===== config.mk =====
export PLATFORM = sky130hd
export DESIGN_NAME = gpfs_top
export DESIGN_NICKNAME = d
export VERILOG_FILES = /design/src/core/gpfs_pkg.sv /design/src/core/gpfs_top.sv /design/src/core/gpfs_debounce.sv
export SDC_FILE = /design/constraint.sdc
export NUM_CORES = 1
export LEC_CHECK = 0
export ABC_CLOCK_PERIOD_IN_PS = 1640
export BUFFER_PORTS_ARGS = -buffer_cell sky130_fd_sc_hd__buf_4
export CAP_MARGIN = 20
export CORE_MARGIN = 1
export CORE_UTILIZATION = 47
export DETAILED_ROUTE_END_ITERATION = 8
export HOLD_SLACK_MARGIN = 0.05
export PLACE_DENSITY = 0.77
export SLEW_MARGIN = 20
export SYNTH_ARGS = -nofsm -noshare
export SYNTH_HDL_FRONTEND = slang
export SYNTH_SLANG_ARGS = --single-unit

===== constraint.sdc =====
create_clock -name ref_clk -period 1.64 [get_ports ref_clk]
set_input_delay 0.164 -clock ref_clk [delete_from_list [all_inputs] [get_ports ref_clk]]
set_output_delay 0.164 -clock ref_clk [all_outputs]
set_load 0.005 [all_outputs]

===== src/core/gpfs_pkg.sv =====
// Package for the second-pin function select block: field layout, codes, reset values.
// Assumes a 16-bit control register reached over a plain strobe port.
package gpfs_pkg;

  // ----------------------------------------------------------------
  // Register offsets
  // ----------------------------------------------------------------
  localparam logic [3:0] GPFS_ADDR_CTRL      = 4'h0;
  localparam logic [3:0] GPFS_ADDR_DEBOUNCE  = 4'h1;

  // ----------------------------------------------------------------
  // Control field positions
  // ----------------------------------------------------------------
  localparam int GPFS_BIT_DIR      = 15;
  localparam int GPFS_BIT_PULL_HI  = 14;
  localparam int GPFS_BIT_PULL_LO  = 13;
  localparam int GPFS_BIT_EDGE     = 12;
  localparam int GPFS_BIT_POL      = 10;
  localparam int GPFS_BIT_LVL      = 5;
  localparam int GPFS_BIT_FN_HI    = 3;
  localparam int GPFS_BIT_FN_LO    = 0;

  // ----------------------------------------------------------------
  // Reset values
  // ----------------------------------------------------------------
  localparam logic       GPFS_RST_DIR      = 1'b1;
  localparam logic [1:0] GPFS_RST_PULL     = 2'h2;
  localparam logic       GPFS_RST_EDGE     = 1'b0;
  localparam logic       GPFS_RST_POL      = 1'b0;
  localparam logic       GPFS_RST_LVL      = 1'b0;
  localparam logic [7:0] GPFS_RST_DEBOUNCE = 8'h04;

  // ----------------------------------------------------------------
  // Function codes and resistor select codes
  // ----------------------------------------------------------------
  localparam logic [3:0] GPFS_FN_LOGIC_IN   = 4'h0;
  localparam logic [3:0] GPFS_FN_EDGE_IN    = 4'h1;
  localparam logic [3:0] GPFS_FN_DIVIDED_CLOCK_OUTPUT     = 4'h2;
  localparam logic [3:0] GPFS_FN_IRQ        = 4'h3;
  localparam logic [3:0] GPFS_FN_TEMP       = 4'h7;
  localparam logic [3:0] GPFS_FN_DMIC_CLK   = 4'h9;
  localparam logic [3:0] GPFS_FN_LOGIC_OUT  = 4'ha;
  localparam logic [3:0] GPFS_FN_UV         = 4'hb;

  localparam logic [1:0] GPFS_PULL_NONE     = 2'h0;
  localparam logic [1:0] GPFS_PULL_DOWN     = 2'h1;
  localparam logic [1:0] GPFS_PULL_UP       = 2'h2;

endpackage : gpfs_pkg


===== src/core/gpfs_top.sv =====
// Second pin control register, function multiplexer and interrupt source logic.
// Assumes synchronous pin input, timeout tick and status inputs from the codec core.
// Behaviour
// Edge mode 0: single edge, rising if polarity 0, falling if 1.
// Edge mode 1: interrupt on both edges regardless of polarity.
// Polarity bit 10 inverts every selected input or output function.
// Writing level bit 5 sets the logic output level.
// Reading level bit returns the present input level for inputs.
// With polarity set, level bit is the complement of the pin.
// Function chosen by 4-bit field at bits 3:0.
// Code 0000: logic input, level-triggered interrupt.
// Code 0001: edge input, edge interrupt; timeout clock must be enabled.
// Code 0010: pin drives the divided clock output.
// Code 0011: pin drives the interrupt request output.
// Code 0111: pin drives overtemperature status.
// Code 1001: pin drives the digital microphone clock.
// Code 1010: logic output following the level bit.
// Code 1011: pin drives regulator undervoltage status.
// Interrupt inputs are debounced before the interrupt controller.
// Software sets direction bit 15 to match function; default input.
// Bits 14:13 select resistor: none, pull-down, pull-up, reserved.
// Debounce is clocked by the timeout clock.
// Reserved codes leave the pin with no active output function.
// After reset edge, polarity, level read zero; function is logic input. The level bit here reads the pulled-up pin, 1.
//
// Local design decisions: the register offsets and the address-and-strobe port.
module gpfs_top
  import gpfs_pkg::*;
#(
  parameter int DB_W = 8
)(
  input  wire logic        ref_clk,
  input  wire logic        resetn,
  input  wire logic [3:0]  reg_addr,
  input  wire logic [15:0] reg_wdata,
  input  wire logic        reg_wr,
  input  wire logic        reg_rd,
  output logic      [15:0] reg_rdata,
  input  wire logic        pin_in,
  output logic             pin_out,
  output logic             pin_oe_n,
  output logic             pull_up_en,
  output logic             pull_down_en,
  input  wire logic        timeout_clock_tick,
  input  wire logic        timeout_clock_enable,
  input  wire logic        divided_clock_output,
  input  wire logic        irq_request,
  input  wire logic        overtemperature_status,
  input  wire logic        regulator_undervoltage_status,
  input  wire logic        digital_mic_clock,
  output logic             pin_irq_level,
  output logic             pin_irq_edge
);

  // ----------------------------------------------------------------
  // Reset release
  // ----------------------------------------------------------------
  logic [1:0] rst_sync;
  logic       rst_n;

  always_ff @(posedge ref_clk or negedge resetn)
  begin
    if (!resetn)
    begin
      rst_sync <= 2'h0;
    end
    else
    begin
      rst_sync <= {rst_sync[0], 1'b1};
    end
  end

  assign rst_n = rst_sync[1];

  // ----------------------------------------------------------------
  // State
  // ----------------------------------------------------------------
  typedef struct packed {
    logic            dir;
    logic [1:0]      pull;
    logic            edge_mode;
    logic            pol;
    logic            lvl;
    logic [3:0]      fn;
    logic [DB_W-1:0] settle;
    logic [15:0]     rdata;
    logic            pin_out;
    logic            pin_oe_n;
    logic            pu;
    logic            pd;
    logic            prev_clean;
    logic            irq_level;
    logic            irq_edge;
  } gpfs_state_t;

  gpfs_state_t st;
  gpfs_state_t next_st;
  logic        clean_in;

  // Codes that make the pin an input function
  function automatic logic gpfs_is_input(input logic [3:0] fn);
    gpfs_is_input = (fn == GPFS_FN_LOGIC_IN) || (fn == GPFS_FN_EDGE_IN);
  endfunction : gpfs_is_input

  // Whether a function code has an output function; reserved codes give none
  function automatic logic gpfs_out_valid(input logic [3:0] fn);
    unique case (fn)
      GPFS_FN_DIVIDED_CLOCK_OUTPUT, GPFS_FN_IRQ, GPFS_FN_TEMP, GPFS_FN_DMIC_CLK,
      GPFS_FN_LOGIC_OUT, GPFS_FN_UV: gpfs_out_valid = 1'b1;
      default:                       gpfs_out_valid = 1'b0;
    endcase
  endfunction : gpfs_out_valid

  // ----------------------------------------------------------------
  // Debounce of the pin input
  // ----------------------------------------------------------------
  // Gating the tick leaves the filter frozen while the timeout clock is off
  gpfs_debounce #(
    .CNT_W (DB_W)
  ) u_debounce (
    .ref_clk (ref_clk),
    .rst_n   (rst_n),
    .tick    (timeout_clock_tick & timeout_clock_enable),
    .settle  (st.settle),
    .raw     (pin_in),
    .clean   (clean_in)
  );

  // ----------------------------------------------------------------
  // Next state
  // ----------------------------------------------------------------
  logic raw_drive;
  logic lvl_view;
  logic sense_now;
  logic sense_prev;

  always_comb
  begin
    next_st = st;

    // Register writes
    if (reg_wr && reg_addr == GPFS_ADDR_CTRL)
    begin
      next_st.dir       = reg_wdata[GPFS_BIT_DIR];
      next_st.pull      = reg_wdata[GPFS_BIT_PULL_HI:GPFS_BIT_PULL_LO];
      next_st.edge_mode = reg_wdata[GPFS_BIT_EDGE];
      next_st.pol       = reg_wdata[GPFS_BIT_POL];
      next_st.lvl       = reg_wdata[GPFS_BIT_LVL];
      next_st.fn        = reg_wdata[GPFS_BIT_FN_HI:GPFS_BIT_FN_LO];
    end
    else if (reg_wr && reg_addr == GPFS_ADDR_DEBOUNCE)
    begin
      next_st.settle = reg_wdata[DB_W-1:0];
    end

    // Function multiplexer, polarity applied last
    unique case (st.fn)
      GPFS_FN_DIVIDED_CLOCK_OUTPUT:    raw_drive = divided_clock_output;
      GPFS_FN_IRQ:       raw_drive = irq_request;
      GPFS_FN_TEMP:      raw_drive = overtemperature_status;
      GPFS_FN_DMIC_CLK:  raw_drive = digital_mic_clock;
      GPFS_FN_LOGIC_OUT: raw_drive = st.lvl;
      GPFS_FN_UV:        raw_drive = regulator_undervoltage_status;
      default:           raw_drive = 1'b0;
    endcase
    next_st.pin_out  = raw_drive ^ st.pol;
    // Drive only when the function is an output and software agrees
    next_st.pin_oe_n = !(gpfs_out_valid(st.fn) && !st.dir);

    next_st.pu = (st.pull == GPFS_PULL_UP);
    next_st.pd = (st.pull == GPFS_PULL_DOWN);

    // Level bit view: pin level seen through polarity for inputs
    lvl_view = gpfs_is_input(st.fn) ? (pin_in ^ st.pol) : st.lvl;

    // Interrupt sources from the filtered input
    sense_now  = clean_in ^ st.pol;
    sense_prev = st.prev_clean ^ st.pol;
    next_st.prev_clean = clean_in;
    next_st.irq_level  = (st.fn == GPFS_FN_LOGIC_IN) && sense_now;
    next_st.irq_edge   = 1'b0;
    if (st.fn == GPFS_FN_EDGE_IN && clean_in != st.prev_clean)
    begin
      if (st.edge_mode)
      begin
        next_st.irq_edge = 1'b1;
      end
      else
      begin
        next_st.irq_edge = sense_now && !sense_prev;
      end
    end

    // Read data one cycle after the strobe; unmapped reads zero
    next_st.rdata = 16'h0000;
    if (reg_rd && reg_addr == GPFS_ADDR_CTRL)
    begin
      next_st.rdata[GPFS_BIT_DIR]                   = st.dir;
      next_st.rdata[GPFS_BIT_PULL_HI:GPFS_BIT_PULL_LO] = st.pull;
      next_st.rdata[GPFS_BIT_EDGE]                  = st.edge_mode;
      next_st.rdata[GPFS_BIT_POL]                   = st.pol;
      next_st.rdata[GPFS_BIT_LVL]                   = lvl_view;
      next_st.rdata[GPFS_BIT_FN_HI:GPFS_BIT_FN_LO]  = st.fn;
    end
    else if (reg_rd && reg_addr == GPFS_ADDR_DEBOUNCE)
    begin
      next_st.rdata[DB_W-1:0] = st.settle;
    end
  end

  // ----------------------------------------------------------------
  // Registers
  // ----------------------------------------------------------------
  always_ff @(posedge ref_clk or negedge rst_n)
  begin
    if (!rst_n)
    begin
      st            <= '0;
      st.dir        <= GPFS_RST_DIR;
      st.pull       <= GPFS_RST_PULL;
      st.edge_mode  <= GPFS_RST_EDGE;
      st.pol        <= GPFS_RST_POL;
      st.lvl        <= GPFS_RST_LVL;
      st.fn         <= GPFS_FN_LOGIC_IN;
      st.settle     <= GPFS_RST_DEBOUNCE[DB_W-1:0];
      st.pin_oe_n   <= 1'b1;
      st.pu         <= 1'b1;
      st.prev_clean <= 1'b1;
    end
    else
    begin
      st <= next_st;
    end
  end

  assign reg_rdata     = st.rdata;
  assign pin_out       = st.pin_out;
  assign pin_oe_n      = st.pin_oe_n;
  assign pull_up_en    = st.pu;
  assign pull_down_en  = st.pd;
  assign pin_irq_level = st.irq_level;
  assign pin_irq_edge  = st.irq_edge;

endmodule : gpfs_top


===== src/core/gpfs_debounce.sv =====
// Debounce filter for one pin input, stepped by timeout clock ticks.
// Assumes the tick is a one-cycle pulse synchronous to ref_clk.
module gpfs_debounce
  import gpfs_pkg::*;
#(
  parameter int CNT_W = 8
)(
  input  wire logic             ref_clk,
  input  wire logic             rst_n,
  input  wire logic             tick,
  input  wire logic [CNT_W-1:0] settle,
  input  wire logic             raw,
  output logic                  clean
);

  typedef struct packed {
    logic             clean;
    logic [CNT_W-1:0] cnt;
  } gpfs_db_state_t;

  gpfs_db_state_t st;
  gpfs_db_state_t next_st;

  // Input must disagree with the filtered value for settle + 1 ticks in a row
  always_comb
  begin
    next_st = st;
    if (raw == st.clean)
    begin
      next_st.cnt = '0;
    end
    else if (tick)
    begin
      if (st.cnt >= settle)
      begin
        next_st.clean = raw;
        next_st.cnt   = '0;
      end
      else
      begin
        next_st.cnt = st.cnt + 1'b1;
      end
    end
  end

  always_ff @(posedge ref_clk or negedge rst_n)
  begin
    if (!rst_n)
    begin
      // Filter starts at the pulled-up idle level, so release brings no false edge
      st.clean <= 1'b1;
      st.cnt   <= '0;
    end
    else
    begin
      st <= next_st;
    end
  end

  assign clean = st.clean;

endmodule : gpfs_debounce


==> metrics.yaml <==
run_status:
  status: "complete, but fails checks"
  violations: "setup timing"
worst_setup_path:
  worstPathCellList: "inv_2 -> ha_4 -> nand2b_4 -> a2111o_1 -> a31oi_4 -> nor2_4 -> mux2_4"
  startpoint_type: "register"
  critPathBufInv: 1
  ff2ff_path_depth: 7
  max_stage_delay_ns: 0.40
  critPathMaxFanout: 7
  cp.arrival_ns: 2.14
  cp.depth: 7
  cp_slowest_cell: "dfrtp_1"
  worstPathRequired_ns: 1.88
  critical_path_class: "reg -> reg"
  worstSetupEndpointType: "register"
  critPathTopFamily: "compound AO/OA/AOI/OAI gates"
pwr:
  p_per_area_nw_per_um2: 1100
  p_int_mw: 2.41
  swShare_pct: 28.2
  leakagePower_nw: 1.47
  pwr-share-seq_pct: 47.8
  p_comb_share_pct: 25.5
  ir_worst_vdd_v: 0.000548
  power_switching_uw: 947
  p_clk_share_pct: 26.7
final_layout:
  finalInstanceArea_um2: 3070
  diodes: 0
  multi_input_area_um2: 992
  area_growth_syn_to_layout_pct: 30.4
  register_area_um2: 1240
  final_nets: 310
  fin_util_pct: 64.5
  nFillCells: 365
  drive_gt1_share_pct: 45.2
floorplan:
  die_area_um2: 5290
  start_util_pct: 49.5
  coreArea_um2: 4750
  die_x_um: 72.7
  core.rowCount: 25
  dieHeight_um: 72.7
  ios: 54
clock_tree:
  clock-sinks: 49
  cts_max_level: 2
  numCtsBuffers: 5
  clockBufferDepth: 2
  cts.clk_slew.worst_paths_ns: 0.09
  cts-root-buf: "clkbuf_8"
  clock_latency_ns: 0.30
  tritoncts: "done"
detailed_routing:
  wl_per_cell_um: 13.6
  ant_nets: 0
  routed_wl_um: 4570
  num_vias: 1668
  route.detailed.drc: 0
  drtIter0Drc: 139
  dr.pass1.iters: 4
  viasPerCell: 4.95
synthesis:
  synthesis.instances: 203
  ys_ff_latch: 49
  synth_compound_area_share_pct: 8.83
  synth_flop_cell: "dfrtp_1"
  syn-cell-area_um2: 2350
  synthArstFlopShare_pct: 100
  synth_xor_xnor_area_share_pct: 2.23
  yosysTopAreaCell: "dfrtp_1"
  avgSynthCellArea_um2: 11.6
  ys_warn_count: 0
  ys_types: 38
  synth_most_common_cell: "dfrtp_1"
  yosysSeqAreaShare_pct: 52.5
  synth_mux_area_share_pct: 10.2
  yosys.area_share.simple_pct: 13.7
  yosys-top-cells-count: "dfrtp_1, mux2_2, buf_4"
  synth_edf_count: 0
  synth_top_area_share_pct: 44.7
  synth_top_family_by_area: "simple AND/OR/NAND/NOR gates"
  synth-adder-area-share_pct: 4.79
  synth_area_leaders: "dfrtp_1, mux2_2, dfstp_2"
place:
  hpwl_um: 3210
  globalplace.congestion: 0.801
  io_buffers: 47
  place_area_um2: 2830
  preCtsSetupSlack_ns: -0.311
timing:
  finalCritPeriodShare_pct: 116
  min_period_ns: 1.90
  max_freq_mhz: 525
  rsz0062_at_grt: "yes"
  tightestPinTransition_ns: 0.889
  maxSlewHeadroom_pct: 40.3
  drv_slew: 0
  skew_ns: 0.00620
  finalWorstSetupSlack_ns: -0.263
  hold_violations: 0
  setup_violations: 9
flow_run:
  max_cap_violations: 0
grt:
  globalRouteTotalUtil_pct: 18.8
  grt_pass1_vias: 1664
  antenna_found_initial: 0
  grt_max_degree: 48
  grt_pass1_wl_um: 7450
  grt_overflow: 0
worst_hold_path:
  whs_path_depth: 2
  min_path_type: "in -> reg"
## routing by layer
| layer | vias to the layer above | part of all wire [%] | global-route usage [%] |
|---|---|---|---|
| li1 | 816 | - | - |
| met2 | 40 | 51 | 32.7 |
| met5 | - | 0 | 0 |
| met3 | 9 | 3.5 | 4.42 |
| met4 | 0 | 1.7 | 6.75 |
| met1 | 803 | 44 | 22.6 |
## stage by stage
step                      hold slack, ns  power (mW)  cells  setup TNS [ns]
after floorplan                   -0.132        2.08    205           -1.13
after global placement           -0.0526        2.37    320           -1.09
after detailed placement         -0.0529        2.41    320           -1.71
after CTS                         0.0836        3.36    335           -1.89
after global routing              0.0811        3.54    337           -2.63
final                             0.0868        3.36    337           -1.93
## flip-flops by register name, indices dropped and copies added (netlist names)
register and flops:
pin_irq_level 1, reg_rdata 13, st 19, pull_up_en 1, u_debounce.clean 1, rst_sync 2, pin_irq_edge 1, pin_out 1
pull_down_en 1, pin_oe_n 1, u_debounce.st 8
## logic make-up after synthesis
family | after synthesis
fa+ha+maj | 9
buf+inv | 30
xor+xnor | 6
compound gates | 27
simple gates | 60
other cells | 2
mux | 20
flops | 49
## what timing repair did
action | in CTS | in global routing
buffers inserted | 4 | 2
endpoints found under the hold margin | 3 | 0
setup endpoints to repair | 9 | 9
hold buffers | 3 | 0
pin swaps | 5 | 1
resized for setup | 5 | 2
## power by group through the flow
stage	sequential, mW	combinational, mW	clock [mW]
4_1_cts	1.61	0.838	0.911
3_3_place_gp	1.61	0.755	0
3_5_place_dp	1.62	0.787	0
2_1_floorplan	1.57	0.507	0
6_report	1.61	0.857	0.897
5_1_grt	1.64	0.953	0.950
## area by class of cell
type	count	area share (%)
repair buffers	77	19.5
inverters	10	1.22
clock buffers	6	2.69
flip-flops and latches	49	40.3
clock inverters	2	1.22
well taps	67	2.73
multi-input cells	126	32.3
## final timing paths
kind | end | from | slack, ns
min reg2reg | reg_rdata[15] | rst_sync[1] | 0.25
max | u_debounce.clean | u_debounce.st[0] | -0.26
max reg2reg | u_debounce.clean | u_debounce.st[0] | -0.26
min in group asynchronous | rst_sync[1] | resetn | 0.18
min | st[37] | reg_wdata[12] | 0.09
max in group asynchronous | st[40] | rst_sync[1] | 1.13
## layout by cell type (no fill, tap or decap), types with 3 or more instances in the layout
master         instances
ha_1                   8
nand2_1               12
nor3_1                 3
a22o_1                 5
nor4_2                 3
and2_1                 8
nor2b_1                3
dlygate4sd3_1          3
dfrtp_1               41
xor2_1                 4
mux2_2                18
o21ai_0                9
inv_1                  9
nand3_1                8
nor2_1                10
conb_1                 4
dfstp_2                7
clkbuf_8               6
a21oi_1                6
buf_4                 73
Power figures use the tool's default switching activity.
